--- src/verilog/remap_input_pkg.sv ---
// Constants for the remappable peripheral input selection block
package remap_input_pkg;

  // Bus widths
  localparam int ADDR_W     = 12;
  localparam int DATA_W     = 32;
  localparam int FLD_W      = 5;
  localparam int NUM_PINS   = 16;
  localparam int NUM_FIELDS = 14;

  // Byte addresses of the input selection registers
  localparam logic [11:0] OFS_SEL_IRQ1  = 12'h000;
  localparam logic [11:0] OFS_SEL_IRQ2  = 12'h004;
  localparam logic [11:0] OFS_SEL_TMR   = 12'h00C;
  localparam logic [11:0] OFS_SEL_CAP12 = 12'h01C;
  localparam logic [11:0] OFS_SEL_CAP78 = 12'h028;
  localparam logic [11:0] OFS_SEL_FAULT = 12'h02C;
  localparam logic [11:0] OFS_SEL_UART  = 12'h048;
  localparam logic [11:0] OFS_SEL_SPI   = 12'h050;
  localparam logic [11:0] OFS_SEL_SS    = 12'h054;
  // Oscillator control register, holds the lock bit
  localparam logic [11:0] OFS_OSC_CTRL  = 12'h080;

  // Field order: irq1, irq2, t3clk, t2clk, cap2, cap1, cap8, cap7,
  // fault A, uart cts, uart rx, spi clock, spi data, spi slave select
  localparam logic [11:0] FIELD_OFS [NUM_FIELDS] = '{
    OFS_SEL_IRQ1, OFS_SEL_IRQ2, OFS_SEL_TMR, OFS_SEL_TMR,
    OFS_SEL_CAP12, OFS_SEL_CAP12, OFS_SEL_CAP78, OFS_SEL_CAP78,
    OFS_SEL_FAULT, OFS_SEL_UART, OFS_SEL_UART, OFS_SEL_SPI,
    OFS_SEL_SPI, OFS_SEL_SS};
  // One when the field sits in bits 12..8, zero for bits 4..0
  localparam logic FIELD_HI [NUM_FIELDS] = '{
    1'b1, 1'b0, 1'b1, 1'b0, 1'b1, 1'b0, 1'b1, 1'b0,
    1'b0, 1'b1, 1'b0, 1'b1, 1'b0, 1'b0};

  // Field values
  localparam logic [4:0] FLD_RESET = 5'h1F;
  localparam int         FLD_GND_BIT = 4;

  // Lock control
  localparam int         LOCK_BIT = 6;
  localparam logic [7:0] KEY_FIRST  = 8'h46;
  localparam logic [7:0] KEY_SECOND = 8'h57;

  // Unlock sequence states
  typedef enum logic [1:0] {SEQ_IDLE, SEQ_GOT_FIRST, SEQ_ARMED} seq_state_t;

endpackage

--- src/verilog/remappable_input_select.sv ---
// Remappable peripheral input selection with APB register access
//
// Notes on behaviour
// - Seventeen remap registers; nine input ones here.
// - Selection registers change only while unlocked.
// - Five-bit fields; all ones ties to ground.
// - Codes 0 to 15 pick that pin.
// - Unimplemented bits read zero, ignore writes.
// - Register 0 bits 12..8: interrupt 1.
// - Register 1 bits 4..0: interrupt 2.
// - Register 3: timer 3 high, timer 2 low.
// - Register 7: capture 2 high, capture 1 low.
// - Register 10: capture 8 high, capture 7 low.
// - Register 11 bits 4..0: compare fault A.
// - Register 18: UART CTS high, RX low.
// - Register 20: SPI clock high, data low.
// - Register 21 bits 4..0: SPI slave select.
// - Locked writes complete without error, no change.
// - Shadow compare raises a mismatch reset request.
// - One-way option forbids clearing lock again.
`timescale 1ns/10ps

module remappable_input_select
  import remap_input_pkg::*;
(
  // Clock and reset
  input  wire logic              i_clk,
  input  wire logic              i_srst,
  // APB slave
  input  wire logic              i_psel,
  input  wire logic              i_penable,
  input  wire logic              i_pwrite,
  input  wire logic [ADDR_W-1:0] i_paddr,
  input  wire logic [DATA_W-1:0] i_pwdata,
  input  wire logic [3:0]        i_pstrb,
  output logic      [DATA_W-1:0] o_prdata,
  output logic                   o_pready,
  output logic                   o_pslverr,
  // Configuration option and pins
  input  wire logic              i_one_way_lock_option,
  input  wire logic [NUM_PINS-1:0] i_remappable_pin,
  // Peripheral inputs
  output logic                   o_ext_irq1,
  output logic                   o_ext_irq2,
  output logic                   o_timer3_clock,
  output logic                   o_timer2_clock,
  output logic                   o_capture2,
  output logic                   o_capture1,
  output logic                   o_capture8,
  output logic                   o_capture7,
  output logic                   o_compare_fault_a_input,
  output logic                   o_uart_cts,
  output logic                   o_uart_rx,
  output logic                   o_spi_clock_input,
  output logic                   o_spi_data_in,
  output logic                   o_spi_slave_sel_input,
  // Status
  output logic                   o_pin_select_lock,
  output logic                   o_config_mismatch_reset
);

  // Field storage and its shadow copy
  logic [FLD_W-1:0]      fld_r   [NUM_FIELDS];
  logic [FLD_W-1:0]      shd_r   [NUM_FIELDS];
  // Per-field decode and read contributions
  logic [NUM_FIELDS-1:0] fld_hit;
  logic [NUM_FIELDS-1:0] fld_we;
  logic [NUM_FIELDS-1:0] fld_diff;
  logic [DATA_W-1:0]     fld_rd  [NUM_FIELDS];
  logic [FLD_W-1:0]      fld_wd  [NUM_FIELDS];
  // Routed peripheral inputs
  logic [NUM_FIELDS-1:0] route;
  logic [NUM_FIELDS-1:0] periph_r;
  // Bus handshake
  logic                  pready_r;
  logic                  pready_nxt;
  logic [DATA_W-1:0]     prdata_r;
  logic                  pslverr_r;
  // Lock state
  logic                  lock_r;
  logic                  lock_nxt;
  logic                  lock_once_r;
  seq_state_t            seq_r;
  seq_state_t            seq_nxt;
  logic                  mismatch_r;

  // Bus decode
  wire        osc_hit   = (i_paddr == OFS_OSC_CTRL);
  wire        any_hit   = (|fld_hit) | osc_hit;
  wire        acc_done  = i_psel & i_penable & pready_r;
  wire        bus_wr    = acc_done & i_pwrite;
  wire        osc_wr    = bus_wr & osc_hit & i_pstrb[0];
  wire        other_wr  = bus_wr & ~osc_wr;
  wire [7:0]  wr_byte   = i_pwdata[7:0];
  wire        sel_wr_ok = bus_wr & ~lock_r;
  wire        lock_req  = i_pwdata[LOCK_BIT];
  wire        clr_ok    = ~(i_one_way_lock_option & lock_once_r);
  wire [DATA_W-1:0] osc_rd = {25'h0000000, lock_r, 6'h00};

  // Answer one cycle into the access phase
  assign pready_nxt = i_psel & i_penable & ~pready_r;

  // Per-field decode, write data, read data and routing
  genvar g;
  generate
    for (g = 0; g < NUM_FIELDS; g++) begin : g_field
      // Address match for the register holding this field
      assign fld_hit[g] = (i_paddr == FIELD_OFS[g]);
      // Field position inside the word
      assign fld_wd[g]  = FIELD_HI[g] ? i_pwdata[12:8] : i_pwdata[4:0];
      // Byte lane of the field must be enabled
      assign fld_we[g]  = sel_wr_ok & fld_hit[g] &
                          (FIELD_HI[g] ? i_pstrb[1] : i_pstrb[0]);
      // Other bits of the word read as zero
      assign fld_rd[g]  = !fld_hit[g] ? 32'h00000000 :
                          FIELD_HI[g] ? {19'h00000, fld_r[g], 8'h00}
                                      : {27'h0000000, fld_r[g]};
      // Codes with the top bit set tie the input low
      assign route[g]   = fld_r[g][FLD_GND_BIT] ? 1'b0
                          : i_remappable_pin[fld_r[g][3:0]];
      // Live copy differs from its shadow
      assign fld_diff[g] = (fld_r[g] != shd_r[g]);

      // Field and shadow store
      always_ff @(posedge i_clk) begin
        if (i_srst) begin
          fld_r[g] <= FLD_RESET;
          shd_r[g] <= FLD_RESET;
        end else if (fld_we[g]) begin
          fld_r[g] <= fld_wd[g];
          shd_r[g] <= fld_wd[g];
        end
      end
    end
  endgenerate

  // Read data: OR of all field words and the lock register
  logic [DATA_W-1:0] rd_word;
  always_comb begin
    rd_word = osc_hit ? osc_rd : 32'h00000000;
    for (int i = 0; i < NUM_FIELDS; i++) begin
      rd_word = rd_word | fld_rd[i];
    end
  end

  // Unlock key sequence on the low byte of the oscillator register
  always_comb begin
    seq_nxt  = seq_r;
    lock_nxt = lock_r;
    unique case (seq_r)
      SEQ_IDLE: begin
        if (osc_wr && wr_byte == KEY_FIRST) begin
          seq_nxt = SEQ_GOT_FIRST;
        end
      end
      SEQ_GOT_FIRST: begin
        if (osc_wr) begin
          // Second key arms, a repeated first key restarts
          if (wr_byte == KEY_SECOND) begin
            seq_nxt = SEQ_ARMED;
          end else if (wr_byte == KEY_FIRST) begin
            seq_nxt = SEQ_GOT_FIRST;
          end else begin
            seq_nxt = SEQ_IDLE;
          end
        end else if (other_wr) begin
          seq_nxt = SEQ_IDLE;
        end
      end
      SEQ_ARMED: begin
        if (osc_wr) begin
          // One write sets or clears the lock
          seq_nxt = SEQ_IDLE;
          if (lock_req) begin
            lock_nxt = 1'b1;
          end else if (clr_ok) begin
            lock_nxt = 1'b0;
          end
        end else if (other_wr) begin
          seq_nxt = SEQ_IDLE;
        end
      end
    endcase
  end

  // Lock and sequence registers
  always_ff @(posedge i_clk) begin
    if (i_srst) begin
      seq_r       <= SEQ_IDLE;
      lock_r      <= 1'b0;
      lock_once_r <= 1'b0;
    end else begin
      seq_r       <= seq_nxt;
      lock_r      <= lock_nxt;
      lock_once_r <= lock_once_r | lock_nxt;
    end
  end

  // APB answer registers
  always_ff @(posedge i_clk) begin
    if (i_srst) begin
      pready_r  <= 1'b0;
      prdata_r  <= 32'h00000000;
      pslverr_r <= 1'b0;
    end else begin
      pready_r  <= pready_nxt;
      // Locked writes still answer without error
      // Only the nine input selection words and the lock word are mapped
      pslverr_r <= pready_nxt & ~any_hit;
      prdata_r  <= (pready_nxt & ~i_pwrite) ? rd_word : 32'h00000000;
    end
  end

  // Routed inputs and mismatch request
  always_ff @(posedge i_clk) begin
    if (i_srst) begin
      periph_r   <= '0;
      mismatch_r <= 1'b0;
    end else begin
      periph_r   <= route;
      mismatch_r <= |fld_diff;
    end
  end

  // Bus outputs
  assign o_prdata  = prdata_r;
  assign o_pready  = pready_r;
  assign o_pslverr = pslverr_r;

  // Peripheral outputs in field order
  assign o_ext_irq1              = periph_r[0];
  assign o_ext_irq2              = periph_r[1];
  assign o_timer3_clock          = periph_r[2];
  assign o_timer2_clock          = periph_r[3];
  assign o_capture2              = periph_r[4];
  assign o_capture1              = periph_r[5];
  assign o_capture8              = periph_r[6];
  assign o_capture7              = periph_r[7];
  assign o_compare_fault_a_input = periph_r[8];
  assign o_uart_cts              = periph_r[9];
  assign o_uart_rx               = periph_r[10];
  assign o_spi_clock_input       = periph_r[11];
  assign o_spi_data_in           = periph_r[12];
  assign o_spi_slave_sel_input   = periph_r[13];

  // Status outputs
  assign o_pin_select_lock       = lock_r;
  assign o_config_mismatch_reset = mismatch_r;

endmodule

--- config.mk ---
export PLATFORM = sky130hd
export DESIGN_NAME = remappable_input_select
export DESIGN_NICKNAME = d
export VERILOG_FILES = /design/src/verilog/remap_input_pkg.sv /design/src/verilog/remappable_input_select.sv
export SDC_FILE = /design/constraint.sdc
export NUM_CORES = 1
export LEC_CHECK = 0
export ABC_AREA = 0
export BUFFER_PORTS_ARGS = -buffer_cell sky130_fd_sc_hd__buf_2
export CAP_MARGIN = 10
export CORE_MARGIN = 5
export CORE_UTILIZATION = 45
export CTS_BUF_LIST = sky130_fd_sc_hd__clkbuf_8
export CTS_CLUSTER_DIAMETER = 60
export DETAILED_ROUTE_END_ITERATION = 10
export HOLD_SLACK_MARGIN = 0.03
export PLACE_DENSITY = 0.68
export SETUP_SLACK_MARGIN = 0.1
export SLEW_MARGIN = 30
export SYNTH_ARGS = -nofsm -noshare
export SYNTH_HDL_FRONTEND = slang
export SYNTH_SLANG_ARGS = --single-unit
export TNS_END_PERCENT = 20
--- constraint.sdc ---
create_clock -name i_clk -period 3.5 [get_ports i_clk]
set_input_delay 0.525 -clock i_clk [delete_from_list [all_inputs] [get_ports i_clk]]
set_output_delay 0.525 -clock i_clk [all_outputs]
set_load 0.005 [all_outputs]
==> summary.md <==
| Metric | Value |
|---|---|
| Routed wl met3 | 2512 um |
| CP endpoint kind | flip-flop |
| CTS tree | built |
| Netlist cell types | 56 |
| Largest net degree at the start of global routing | 43 |
| Met2 Wirelength | 9509 um |
| Routed wire length per instance | 26.10 um |
| Gate Count Post-Synth | 558 |
| Post-synth top area share | 31.76% |
| DRC viols | 0 |
| Run status | finished, final reports clean |
| Gpl congestion | 0.9839 |
| Syn-to-layout area delta | 9.357% |
| Root Driver | clkbuf_8 |
| MaxCap Viol Count | 0 |
| Antenna Violating Nets Remaining | 0 |
| Initial DRC count | 715 |
| Primary FF master, synth | edfxtp_1 |
| Top sig layer | met4 |
| Crit path required time | 3.61 ns |
| Initial Util | 45.71% |
| Asr flop ratio synth | 0% |
| Post-CTS setup buffer count | 0 |
| GRT Util Overall | 23.43% |
| Reg2reg start | o_pready |
| First-pass GRT wire length | 30880 um |
| Die area | 17230 um^2 |
| Setup crit start kind | flip-flop |
| CTS H-tree depth | 3 |
| TNS Setup | 0 ns |
| Crit path cell chain | and4_1, nand3_1, nor3_1, nand2_1 |
| Row count | 44 |
| RSZ-0062 raised after global routing | no |
| Synth Cell Area | 6619 um^2 |
| Worst Hold Class | in -> reg |
| Largest cells by area after synthesis | edfxtp_1 32%, mux4_2 24%, dfxtp_1 9.4% |
| Fmax | 412.4 MHz |
| Chip height | 131.3 um |
| Hold-fix buffers at CTS | 0 |
| Fin Hold WS | 0.4099 ns |
| Initial antenna violation count | 0 |
| Avg Cell Area, Syn | 11.86 um^2 |
| Die width | 131.3 um |
| Ratio of cells with drive above 1 in the final layout | 32.51% |
| Arrival @ worst endpoint | 2.53 ns |
| Final worst-path cycle share | 69.29% |
| IO Port Bufs | 76 |
| Worst-path clk slew | 0.09 ns |
| Drt first pass iters | 5 |
| Synth warn | 0 |
| CP max-delay cell | nor3_1 |
| Worst skew pair latency | 0.39 ns |
| Clock Skews | 0.01466 ns |
| Total gr overflow | 0 |
| Leak pwr | 2.334 nW |
| Diodes inserted | 0 |
| Power per cell area | 324.5 nW/um^2 |
| Final hold vios | 0 |
| CP Max Fanout | 11 |
| HP Start | i_penable |
| Post_cts resized | 0 |
| Relative slew margins | 39.43% |
| Post-layout minimum cycle time | 2.425 ns |
| Clk sinks | 101 |
| Maximum vdd drop | 0.0002180 V |
| Vias in the first global route | 5148 |
| Number of synthesized register bits | 101 |
| Hpwl dp | 14630 um |
| Io pins | 120 |
| Crit path launch | o_pready |
| Core Area | 14480 um^2 |
| Final Slew Violations | 0 |
| Fillers | 1283 |
| Drt total wl | 20700 um |
| Clock tree buffer depth | 2 |
| Crit-path max cell delay | 0.88 ns |
| Cts bufs inserted | 9 |
| DR vias | 5314 |
| Drt via density | 6.701 |
| Nets@finish | 677 |
| Setup violators final | 0 |
| Worst Max-Slew Pin Slew | 0.9016 ns |
| Kind of critical path | reg -> reg |
| M1 WL | 7859 um |
| Post-synth EDFFs | 70 |
| Register area share after synthesis | 41.13% |
| Synth area leader | edfxtp_1 |
==> cell usage in the layout, fill, tap and decap left out, types with 3 or more instances in the layout <==
cell,instances
edfxtp_1,70
buf_2,76
nor2_1,13
nor3b_1,15
or3b_2,3
or3_1,7
o21ai_0,8
and3_1,3
nor4_2,3
nor3_1,19
or2_2,8
o32ai_1,3
a41oi_1,3
clkbuf_8,9
nand3_1,12
nor4_1,10
a41o_1,3
buf_4,14
inv_1,13
mux4_2,70
nand2b_1,16
dfxtp_1,31
ha_1,3
o21bai_1,11
and4_1,7
a32oi_1,8
nand4_1,4
conb_1,22
nand2_1,78
or4_1,3
a21oi_1,3
mux2i_1,12
a31oi_1,10
==> critical path, delay by kind of cell, from the launching register on <==
family	cells	cell delay (ns)
DFF	1	0.37
and+or+nand+nor	4	1.77
==> path summary, 6_finish.rpt <==
kind            endpoint  slack, ns  cells past startpoint
max          fld_r[1][5]       1.07                      4
min             o_pready       0.41                      3
max reg2reg  fld_r[1][5]       1.07                      4
min reg2reg  periph_r[8]       0.44                      1
==> per-layer routing <==
layer / up-vias / global-route usage [%]
li1: 2231 / -
met1: 2618 / 30.53
met2: 393 / 35.81
met3: 72 / 7.875
met4: 0 / 10.29
met5: - / 0
==> synthesized netlist by cell type, types with 8 or more instances <==
master,number
buf_4,24
nor4_1,11
dfxtp_1,31
nor3b_1,15
o21bai_1,11
nand2b_1,16
nand3_1,12
inv_1,11
or2_2,8
a32oi_1,8
mux2i_1,12
a31oi_1,10
nor3_1,19
edfxtp_1,70
o21ai_0,8
clkbuf_1,47
nor2_1,13
nand2_1,78
mux4_2,70
==> final cells by class <==
cell class              count  area [um^2]  area share [%]
well taps                 184        230.2           3.181
inverters                  11        41.29          0.5704
multi-input cells         391         3552           49.08
flip-flops and latches    101         2723           37.61
clock buffers               9        123.9           1.711
clock inverters             7        82.58           1.141
repair buffers             90        485.5           6.707
==> registers in the layout, summed over array words and instances (netlist names) <==
| register | count |
|---|---|
| seq_r | 2 |
| o_prdata | 11 |
| periph_r | 14 |
| shd_r | 15 |
| lock_once_r | 1 |
| o_pready | 1 |
| fld_r | 55 |
| o_pslverr | 1 |
| o_pin_select_lock | 1 |
==> where the power goes <==
part,switching (mW),total (mW),internal (mW)
Combinational,0.167,0.284,0.118
Clock,0.397,0.790,0.393
Sequential,0.00217,1.27,1.27
==> per-stage QoR <==
stage | cells | total power [mW] | setup slack, ns | utilization (%) | instance area, um^2
after floorplan | 579 | 1.491 | 1.054 | - | 6698
after global placement | 777 | 1.566 | 0.7562 | 48.57 | 7032
after detailed placement | 777 | 1.576 | 0.6997 | 48.57 | 7032
after CTS | 793 | 2.355 | 1.123 | 49.99 | 7238
after global routing | 793 | 2.416 | 1.001 | 49.99 | 7238
final | 793 | 2.349 | 1.075 | 49.99 | 7238
==> kinds of logic after synthesis <==
group / share of synthesized area [%]
muxes: 25.97
DFF: 41.13
AOI/OAI and AO/OA: 6.617
and+or+nand+nor: 19.17
buffers and inverters: 6.484
adders and majority gates: 0.5672
other: 0.05666
(Power assumes the default switching activity.)
